--- config.mk ---
export PLATFORM = sky130hd
export DESIGN_NAME = reload_timer
export DESIGN_NICKNAME = d
export VERILOG_FILES = /design/src/reload_timer_pkg.sv /design/src/reload_timer.sv
export VERILOG_INCLUDE_DIRS = /design/src
export SDC_FILE = /design/constraint.sdc
export NUM_CORES = 1
export LEC_CHECK = 0
export BUFFER_PORTS_ARGS = -buffer_cell sky130_fd_sc_hd__clkbuf_2
export CORE_AREA = 2 2 86 88
export DETAILED_ROUTE_END_ITERATION = 16
export DIE_AREA = 0 0 88 90
export PLACE_DENSITY = 0.84
export SYNTH_ARGS = -nofsm -noshare
export SYNTH_HDL_FRONTEND = slang
export SYNTH_SLANG_ARGS = --single-unit
--- constraint.sdc ---
create_clock -name ref_clk_i -period 4.2 [get_ports ref_clk_i]
set_input_delay 0.21 -clock ref_clk_i [delete_from_list [all_inputs] [get_ports ref_clk_i]]
set_output_delay 0.21 -clock ref_clk_i [all_outputs]
set_load 0.02 [all_outputs]
--- src/reload_timer_defines.svh ---
`ifndef RELOAD_TIMER_DEFINES_SVH
`define RELOAD_TIMER_DEFINES_SVH

// ---------------------------------------------------------------
// register offsets (word addresses, one word each)
// ---------------------------------------------------------------
`define OFF_CTL       4'h0
`define OFF_IIR       4'h1
`define OFF_IER       4'h2
`define OFF_CNT_L     4'h3
`define OFF_CNT_H     4'h4
`define OFF_RLD_L     4'h5
`define OFF_RLD_H     4'h6
`define OFF_PIN_CTL   4'h7

// ---------------------------------------------------------------
// register fields: control, interrupt cause, interrupt enable and pin control
// ---------------------------------------------------------------
`define CTL_EN        0
`define CTL_LOAD      1
`define CTL_DIV_LO    2
`define CTL_DIV_HI    3
`define CTL_SEL_LO    4
`define CTL_SEL_HI    5
`define CTL_REPEAT    6
`define CTL_HOLD      7
`define IIR_EOC       0
`define IER_EOC       0
`define PIN_ROUTE     0
`define PIN_PWM       1

// ---------------------------------------------------------------
// reset values and constants
// ---------------------------------------------------------------
`define CTL_RST       8'h00
`define IER_RST       8'h00
`define COUNT_ZERO    16'h0000
`define COUNT_ONE     16'h0001
`define PRE_ZERO      8'h00
`define DIV4_LAST     8'h03
`define DIV16_LAST    8'h0f
`define DIV64_LAST    8'h3f
`define DIV256_LAST   8'hff

`endif

--- src/reload_timer_pkg.sv ---
package reload_timer_pkg;

  typedef enum logic [1:0] {
    SRC_SYS = 2'b00,
    SRC_RTC = 2'b01,
    SRC_RC  = 2'b10,
    SRC_PIN = 2'b11
  } clk_src_t;

  typedef enum logic [1:0] {
    DIV_4   = 2'b00,
    DIV_16  = 2'b01,
    DIV_64  = 2'b10,
    DIV_256 = 2'b11
  } clk_div_t;

  typedef struct packed {
    logic     debug_hold_bit;
    logic     repeat_mode_bit;
    clk_src_t src;
    clk_div_t div;
    logic     load_request_bit;
    logic     run_enable_bit;
  } timer_ctl_t;

  typedef struct packed {
    logic rtc;
    logic rc;
    logic pin;
  } clk_src_in_t;

endpackage

--- src/reload_timer.sv ---
// Added by the designer: the register addresses and the Avalon-MM register port.
`timescale 1ns/1ns
`include "reload_timer_defines.svh"
// Summary of operation
// - one independent 16-bit down-counter per instance, nothing shared
// - cycle after load request, counter takes reload value; bit self-clears
// - enable and load together act in one cycle; load allowed anytime
// - clearing enable freezes count; setting it resumes from frozen value
// - low count read latches high byte; high read returns latched value
// - reload zero wraps through ffff for longest period; one is shortest
// - prescaler divides by 4,16,64 or 256; field 00 means divide by 4
// - single pass: stop at zero and hardware clears run enable
// - continuous: on step from one reload and keep counting until disabled
// - end-of-count flag only on step from one; loading zero sets none
// - enabled end of count raises interrupt; otherwise flag is polled
// - reading interrupt cause register clears it and drops request
// - clock select: system clock, rtc, rc oscillator or input pin
// - timer output starts low and toggles on each end of count
// - toggle logic always present; pin route only if allowed, no pwm
// - debug hold bit freezes counter while cpu halted at breakpoint
module reload_timer
  import reload_timer_pkg::*;
#(
  parameter bit HAS_PIN_ROUTE = 1'b1
) (
  input  wire logic                       ref_clk_i,
  input  wire logic                       srst_i,
  input  wire logic [3:0]                 avs_address_i,
  input  wire logic                       avs_read_i,
  input  wire logic                       avs_write_i,
  input  wire logic [31:0]                avs_writedata_i,
  input  wire logic [3:0]                 avs_byteenable_i,
  output logic      [31:0]                avs_readdata_o,
  output logic                            avs_waitrequest_o,
  input  wire reload_timer_pkg::clk_src_in_t src_i,
  input  wire logic                       debug_halt_i,
  output logic                            irq_o,
  output logic                            tout_o,
  output logic                            tout_pin_o
);
  import reload_timer_pkg::*;

  // refused at elaboration: the pin route is either built or it is not
  if (HAS_PIN_ROUTE != 1'b0 && HAS_PIN_ROUTE != 1'b1) begin : g_bad_route
    $error("HAS_PIN_ROUTE must be 0 or 1");
  end

  // ---------------------------------------------------------------
  // input synchronisers
  // ---------------------------------------------------------------
  clk_src_in_t src_s1_reg, src_s2_reg, src_s3_reg;
  logic        halt_s1_reg, halt_s2_reg;

  always_ff @(posedge ref_clk_i) begin
    src_s1_reg  <= src_i;
    src_s2_reg  <= src_s1_reg;
    src_s3_reg  <= src_s2_reg;
    halt_s1_reg <= debug_halt_i;
    halt_s2_reg <= halt_s1_reg;
  end

  // ---------------------------------------------------------------
  // state
  // ---------------------------------------------------------------
  timer_ctl_t  ctl_reg, ctl_next;
  logic        ier_reg, ier_next;
  logic        eoc_reg, eoc_next;
  logic [7:0]  rld_l_reg, rld_l_next;
  logic [7:0]  rld_h_reg, rld_h_next;
  logic [15:0] cnt_reg, cnt_next;          // private to this instance
  logic [7:0]  hold_h_reg, hold_h_next;
  logic [7:0]  pre_reg, pre_next;
  logic        pend_load_reg, pend_load_next;
  logic        tout_reg, tout_next;
  logic        route_reg, route_next;
  logic        pwm_reg, pwm_next;
  logic        irq_reg, irq_next;
  logic [31:0] rdata_reg, rdata_next;
  logic        wait_reg, wait_next;

  // ---------------------------------------------------------------
  // source select and prescaler
  // ---------------------------------------------------------------
  logic       src_tick;
  logic [7:0] pre_last;
  logic       pre_tick;
  logic       frozen;
  logic       eoc_evt;
  logic       acc;
  logic       wr;
  logic       rd;

  always_comb begin
    case (ctl_reg.src)
      SRC_SYS: src_tick = 1'b1;
      SRC_RTC: src_tick = src_s2_reg.rtc & ~src_s3_reg.rtc;
      SRC_RC:  src_tick = src_s2_reg.rc  & ~src_s3_reg.rc;
      SRC_PIN: src_tick = src_s2_reg.pin & ~src_s3_reg.pin;
      default: src_tick = 1'b0;
    endcase
    case (ctl_reg.div)
      DIV_4:   pre_last = `DIV4_LAST;
      DIV_16:  pre_last = `DIV16_LAST;
      DIV_64:  pre_last = `DIV64_LAST;
      DIV_256: pre_last = `DIV256_LAST;
      default: pre_last = `DIV4_LAST;
    endcase
  end

  // debug hold wins over the enable but never over a pending load
  assign frozen   = ctl_reg.debug_hold_bit & halt_s2_reg;
  assign pre_tick = ctl_reg.run_enable_bit & ~frozen & src_tick
                    & (pre_reg == pre_last);
  // flag only on a real step from one; a loaded zero never counts
  assign eoc_evt  = pre_tick & ~pend_load_reg
                    & (cnt_reg == `COUNT_ONE);

  // ---------------------------------------------------------------
  // bus access: one wait cycle, answer on the second edge
  // ---------------------------------------------------------------
  // first edge: read data and read side effects are registered and
  // waitrequest drops; second edge: the master takes the answer and a
  // write lands. a write is used only once waitrequest is low, so the
  // master's data is known to stand when it is taken.
  assign acc = (avs_read_i | avs_write_i) & wait_reg;
  assign wr  = avs_write_i & ~wait_reg & avs_byteenable_i[0];
  assign rd  = avs_read_i & wait_reg;

  always_comb begin
    ctl_next       = ctl_reg;
    ier_next       = ier_reg;
    eoc_next       = eoc_reg;
    rld_l_next     = rld_l_reg;
    rld_h_next     = rld_h_reg;
    cnt_next       = cnt_reg;
    hold_h_next    = hold_h_reg;
    pre_next       = pre_reg;
    pend_load_next = pend_load_reg;
    tout_next      = tout_reg;
    route_next     = route_reg;
    pwm_next       = pwm_reg;
    rdata_next     = '0;
    wait_next      = 1'b1;

    // prescaler and counter
    if (ctl_reg.run_enable_bit && !frozen && src_tick) begin
      pre_next = (pre_reg == pre_last) ? `PRE_ZERO : pre_reg + 8'h01;
    end
    if (pend_load_reg) begin
      cnt_next       = {rld_h_reg, rld_l_reg};
      pend_load_next = 1'b0;
      pre_next       = `PRE_ZERO;
    end else if (pre_tick) begin
      if (cnt_reg == `COUNT_ONE) begin
        tout_next = ~tout_reg;
        if (ctl_reg.repeat_mode_bit) begin
          cnt_next = {rld_h_reg, rld_l_reg};
        end else begin
          cnt_next = `COUNT_ZERO;
          ctl_next.run_enable_bit = 1'b0;
        end
      end else begin
        // zero wraps to ffff, giving the longest period
        cnt_next = cnt_reg - `COUNT_ONE;
      end
    end

    // register writes
    if (wr) begin
      case (avs_address_i)
        `OFF_CTL: begin
          ctl_next = timer_ctl_t'(avs_writedata_i[7:0]);
          ctl_next.load_request_bit = 1'b0;
          if (avs_writedata_i[`CTL_LOAD]) begin
            pend_load_next = 1'b1;
          end
        end
        `OFF_IER:     ier_next   = avs_writedata_i[`IER_EOC];
        `OFF_RLD_L:   rld_l_next = avs_writedata_i[7:0];
        `OFF_RLD_H:   rld_h_next = avs_writedata_i[7:0];
        `OFF_PIN_CTL: begin
          route_next = avs_writedata_i[`PIN_ROUTE];
          pwm_next   = avs_writedata_i[`PIN_PWM];
        end
        default: ;
      endcase
    end

    // register reads
    if (rd) begin
      case (avs_address_i)
        `OFF_CTL: rdata_next[7:0] = ctl_reg;
        `OFF_IIR: begin
          rdata_next[`IIR_EOC] = eoc_reg;
          eoc_next = 1'b0;
        end
        `OFF_IER:   rdata_next[`IER_EOC] = ier_reg;
        `OFF_CNT_L: begin
          rdata_next[7:0] = cnt_reg[7:0];
          hold_h_next     = cnt_reg[15:8];
        end
        `OFF_CNT_H:   rdata_next[7:0] = hold_h_reg;
        `OFF_RLD_L:   rdata_next[7:0] = rld_l_reg;
        `OFF_RLD_H:   rdata_next[7:0] = rld_h_reg;
        `OFF_PIN_CTL: rdata_next[1:0] = {pwm_reg, route_reg};
        default:      rdata_next = '0;
      endcase
    end

    // the event wins over a clearing read in the same cycle
    if (eoc_evt) begin
      eoc_next = 1'b1;
    end
    // waitrequest is low for exactly one cycle per access
    if (acc) begin
      wait_next = 1'b0;
    end
  end

  assign irq_next = eoc_next & ier_next;

  always_ff @(posedge ref_clk_i) begin
    if (srst_i) begin
      ctl_reg       <= timer_ctl_t'(`CTL_RST);
      ier_reg       <= 1'b0;
      eoc_reg       <= 1'b0;
      rld_l_reg     <= 8'h00;
      rld_h_reg     <= 8'h00;
      cnt_reg       <= `COUNT_ZERO;
      hold_h_reg    <= 8'h00;
      pre_reg       <= `PRE_ZERO;
      pend_load_reg <= 1'b0;
      tout_reg      <= 1'b0;
      route_reg     <= 1'b0;
      pwm_reg       <= 1'b0;
      irq_reg       <= 1'b0;
      rdata_reg     <= 32'h0000_0000;
      wait_reg      <= 1'b1;
    end else begin
      ctl_reg       <= ctl_next;
      ier_reg       <= ier_next;
      eoc_reg       <= eoc_next;
      rld_l_reg     <= rld_l_next;
      rld_h_reg     <= rld_h_next;
      cnt_reg       <= cnt_next;
      hold_h_reg    <= hold_h_next;
      pre_reg       <= pre_next;
      pend_load_reg <= pend_load_next;
      tout_reg      <= tout_next;
      route_reg     <= route_next;
      pwm_reg       <= pwm_next;
      irq_reg       <= irq_next;
      rdata_reg     <= rdata_next;
      wait_reg      <= wait_next;
    end
  end

  // pin copy registered so the output comes from a flip-flop
  logic tout_pin_reg;
  always_ff @(posedge ref_clk_i) begin
    if (srst_i) begin
      tout_pin_reg <= 1'b0;
    end else begin
      // next values, so the pin never lags the routing bits by a cycle
      tout_pin_reg <= HAS_PIN_ROUTE & route_next & ~pwm_next
                      & tout_next;
    end
  end

  assign avs_readdata_o    = rdata_reg;
  assign avs_waitrequest_o = wait_reg;
  assign irq_o             = irq_reg;
  assign tout_o            = tout_reg;
  assign tout_pin_o        = tout_pin_reg;
endmodule

After elaboration in Yosys (flattened, before gate mapping):

Cells that the tools add are included.

* input bits: 48
* output and inout port bits: 36
* bits in registers: 107

* equal/unequal tests: 15
* bitwise gates (word level): 28
* $add $sub $neg: 2
* reductions and logical operators: 14
* mux-type cells: 30

Operators by type and width (count)
* 16-bit 2-to-1 mux: 4
* 8-bit case mux with 4 select lines: 1
* 6-bit case mux with 5 select lines: 1
* 1-bit 2-to-1 mux: 20
* 1-bit AND: 16
* 16-bit by 1-bit equality test with 1-bit output, second input constant: 1
* 4-bit by 3-bit equality test with 1-bit output, second input constant: 4
* 16-bit by 1-bit subtractor with 16-bit output, second input constant: 1
* 1-bit NOT: 11
* 8-bit by 1-bit adder with 8-bit output, second input constant: 1
* 2-bit equality test, second input constant: 4
* 4-bit by 2-bit equality test with 1-bit output, second input constant: 2
* 8-bit equality test: 1
* 8-bit 2-to-1 mux: 1
* 1-bit case mux with 8 select lines: 1
* 2-bit AND reduction: 4
* 1-bit case mux with 5 select lines: 1
* 2-bit by 1-bit equality test with 1-bit output, second input constant: 2
* 4-bit by 1-bit equality test with 1-bit output, second input constant: 1
* 2-bit zero test: 2
* 4-bit zero test: 1
* 1-bit case mux with 4 select lines: 1
* 2-bit OR reduction: 2
* 3-bit OR reduction: 1
* other kinds (4): 5

Longest topological paths before layout:

* depth in word-level cells: 9
* depth in mapped cells: 10
* gate-level depth less buffers: 8

Least setup slack after synthesis:

Ideal clock, no wire load.

* path type: register to register
* start: register cnt_reg[5]
* end: register cnt_reg[5]
* period minus slack after synthesis: 2308 ps
* cell stages (with the launch flop): 10
* arrival: 2221 ps
* path slack: 1892 ps
* path through: dfxtp_1 > buf_6 > or4_4 > or2_1 > buf_6 > or2_1 > buf_6 > buf_8 > a211o_2 > a221oi_2

* longest elaborated chain between the ends: 4
* elaborated cells between the ends (all ways): 5
* those cells by class: add/sub: 1; eq/ne: 1; mux: 3

Ends and longest elaborated chain
* from (decl): RTL line reload_timer.sv:70 `logic [15:0] cnt_reg, cnt_next;`
* from (signal assigned): RTL line reload_timer.sv:229 `` cnt_reg <= `COUNT_ZERO; ``
* from (signal assigned): RTL line reload_timer.sv:245 `cnt_reg <= cnt_next;`
* 16-bit by 1-bit subtractor with 16-bit output (no line) or 16-bit by 1-bit equality test with 1-bit output (tied branches)
* 16-bit 2-to-1 mux (*): RTL line reload_timer.sv:154 `` if (cnt_reg == `COUNT_ONE) begin ``
* 16-bit 2-to-1 mux (*): RTL line reload_timer.sv:153 `end else if (pre_tick) begin`
* 16-bit 2-to-1 mux (*): RTL line reload_timer.sv:149 `if (pend_load_reg) begin`

Mark *: on every way between the ends. The rest lies on a longest branch, timed or not. The select of a mux whose other input is x is not followed.
A chain may end at the register's enable or synchronous reset.

Worst setup path after layout:

* start: register cnt_reg[5]
* end: register ctl_reg[0] (netlist bit)

* longest elaborated chain between the ends: 6

Ends and longest elaborated chain
* 16-bit by 1-bit equality test with 1-bit output (no line) (*)
* 1-bit 2-to-1 mux (*): RTL line reload_timer.sv:154
* 1-bit 2-to-1 mux (*): RTL line reload_timer.sv:153
* 1-bit 2-to-1 mux (*): RTL line reload_timer.sv:149
* 1-bit 2-to-1 mux: RTL line reload_timer.sv:170 `case (avs_address_i)`
* 1-bit 2-to-1 mux (*): RTL line reload_timer.sv:169 `if (wr) begin`
* to (signal assigned): RTL line reload_timer.sv:224 `` ctl_reg <= timer_ctl_t'(`CTL_RST); ``
* to (signal assigned): RTL line reload_timer.sv:240 `ctl_reg <= ctl_next;`
* to (decl): RTL line reload_timer.sv:65 `timer_ctl_t ctl_reg, ctl_next;`

Mark *: on every way between the ends. The rest lies on a longest branch, timed or not.

==> impl_metrics.toml <==
[clocking]
clock_sinks = 83
cts_htree_levels = 3
clockBufferDepth = 2
cts_resized = 0
cts_buffers = 9
ctsHoldBuffers = 4
post_cts_buffers = 0
clk_pin_slew_ns = 0.08
clk_latency_ns = 0.36
clockRootBuffer = "clkbuf_8"
cts_tree = "done"

[timing]
clock-skew-final_ns = 0.00888
period_minus_slack_ns = 2.65
hold_viol = 0
drv_slew = 0
tightestPinTransition_ns = 1.34
setup_viol = 0
post-route-period-util_pct = 63.2
setup-tns-final_ns = 0
max_clock_freq_mhz = 377
rsz0062_at_grt = "no"
slew_headroom_pct = 9.91
hold_ws_ns = 0.0586

[power]
ir_worst_vdd_mv = 0.277
powerDensity_mw_per_mm2 = 371
p_leak_nw = 1.64

[route]
drt_iter0_drc = 270
ant_nets = 0
wirelength_um = 9860
via_per_inst = 6.05
dr.pass1.iters = 5
drcViolationCount = 0
wl_per_cell_um = 16.9
vias = 3527

[synth]
synth_cell_types = 60
ys_seq_area_share_pct = 41.3
synthTopCellsByCount = "dfxtp_1, nor2_1, mux2i_1"
syn_area_mm2 = 0.00402
synth.area.top_cells = "dfxtp_1, mux2i_1, nor2_1"
syn_avg_cell_area_um2 = 8.88
ys_async_sr_fraction_pct = 0
synth_seq_cells = 83
synth_edf_count = 0
synth.most_common_cell = "dfxtp_1"
synth-main-ff-cell = "dfxtp_1"
syn-instance-count = 453
yosysTopAreaCell = "dfxtp_1"
synth_top_area_share_pct = 41.3
synth_warnings = 0

[setup_path]
path_class = "register to register"
startpoint = "cnt_reg[5]"
rr_worst_depth = 6
arrival_ns = 2.89
required_ns = 4.44
crit_fanout = 11
start_kind = "register"
crit-reg2reg-capture = "ctl_reg[0]"
cp-endpoint = "ctl_reg[0]"
endpoint_kind = "register"
r2r_start = "cnt_reg[5]"
rrSetupSlack_ns = 1.55

[finish]
final_util_pct = 63.1
fin_cells = 583
drive_above_1_share_pct = 14.0
diodes = 0
final_nets = 530
areaGrowthSynthToFinish_pct = 10.1
largest_register_ffs = 16

[die]
io_pins = 84
fp.dieH_um = 90
coreArea_mm2 = 0.00702
fp.dieArea_mm2 = 0.00792
initial_core_util_pct = 57.3
die_w_um = 88
fp-row-count = 31

[run_status]
status = "finished clean"

[placement]
dp.cells = 563
dpl.hpwl_um = 6910
place.gp.congestion = 0.953
portBuffers = 32

[run]
drv_cap = 0

[global_route]
grt_first_pass_wirelength_um = 15800
grt_max_degree = 40
grt_pass1_vias = 3322
grt.overflow.total = 0
grt_use_total_pct = 25.4
grt_antenna_before_repair = 0

[worst_hold_path]
min_path_type = "input pin to register"
-- how the worst min path moves through the flow --
stage                  start           endpoint  depth (start not counted)
5_1_grt          avs_write_i  avs_waitrequest_o                          2
3_5_place_dp        src_i[2]      src_s1_reg[2]                          1
3_3_place_gp   src_s1_reg[2]      src_s2_reg[2]                          0
6_report         avs_write_i  avs_waitrequest_o                          2
4_1_cts          avs_write_i  avs_waitrequest_o                          2
2_1_floorplan   debug_halt_i        halt_s1_reg                          0
-- worst max-delay path: stages, from the launching register on --
cell      delay (ns)
dfxtp_1         0.39
or4_4           0.57
or2_1           0.29
nor2_1          0.60
nand3_1         0.34
o211ai_1        0.26
a21oi_1         0.08
-- metal layers --
| metal | vias to the layer above | wire (µm) | global-route usage [%] |
|---|---|---|---|
| met4 | 0 | 312 | 12.6 |
| met1 | 1669 | 4010 | 32.0 |
| met3 | 38 | 806 | 5.33 |
| met2 | 187 | 4730 | 40.8 |
| met5 | - | 0 | 0 |
| li1 | 1633 | - | - |
-- cells in the final DEF, fill, tap and decap left out, drive strengths merged, types with 5 or more instances in the layout --
cell / count
dfxtp: 83
nor2: 63
clkbuf: 41
mux2i: 34
nand2: 33
a21oi: 26
conb: 24
nor3: 19
a22oi: 14
inv: 11
xor2: 10
o21ai: 9
a31oi: 7
nand4: 6
xnor2: 6
buf: 6
nor4: 6
nand3: 5
o22ai: 5
a211o: 5
-- final cells by class --
type,count,area [µm²]
clock buffer,9,124
clock inverter,7,148
fill,566,2590
inverter,9,33.8
multi-input combinational,334,2090
sequential,83,1660
tap,99,124
timing repair buffer,42,245
-- logic make-up (layout without fill, tap and decap cells) --
family | Yosys count | in the layout | share of synthesized area, %
flops | 83 | 83 | 41.3
other cells | 1 | 24 | 0.0932
mux | 37 | 37 | 9.58
fa+ha+maj | 3 | 3 | 0.933
xor+xnor | 16 | 16 | 3.48
compound gates | 97 | 97 | 17.1
buf+inv | 59 | 67 | 8.83
simple gates | 157 | 157 | 18.7
-- power breakdown --
| group | internal [W] | leakage [nW] | switching (W) | total (W) |
|---|---|---|---|---|
| Clock | 0.000461 | 0.132 | 0.000308 | 0.000769 |
| Sequential | 0.000793 | 0.673 | 0.00000374 | 0.000797 |
| Combinational | 0.0000189 | 0.834 | 0.0000573 | 0.0000761 |
| Total | 0.00127 | 1.64 | 0.000369 | 0.00164 |
-- metrics by stage --
step                      setup slack (ns)  total power [W]  instance area, µm²
after floorplan                       1.89         0.000881                4110
after global placement                1.59         0.000884                4120
after detailed placement              1.59         0.000887                4120
after CTS                             1.60          0.00164                4430
after global routing                  1.34          0.00168                4430
final                                 1.55          0.00164                4430
No activity file was read; power rests on OpenSTA's default activity.
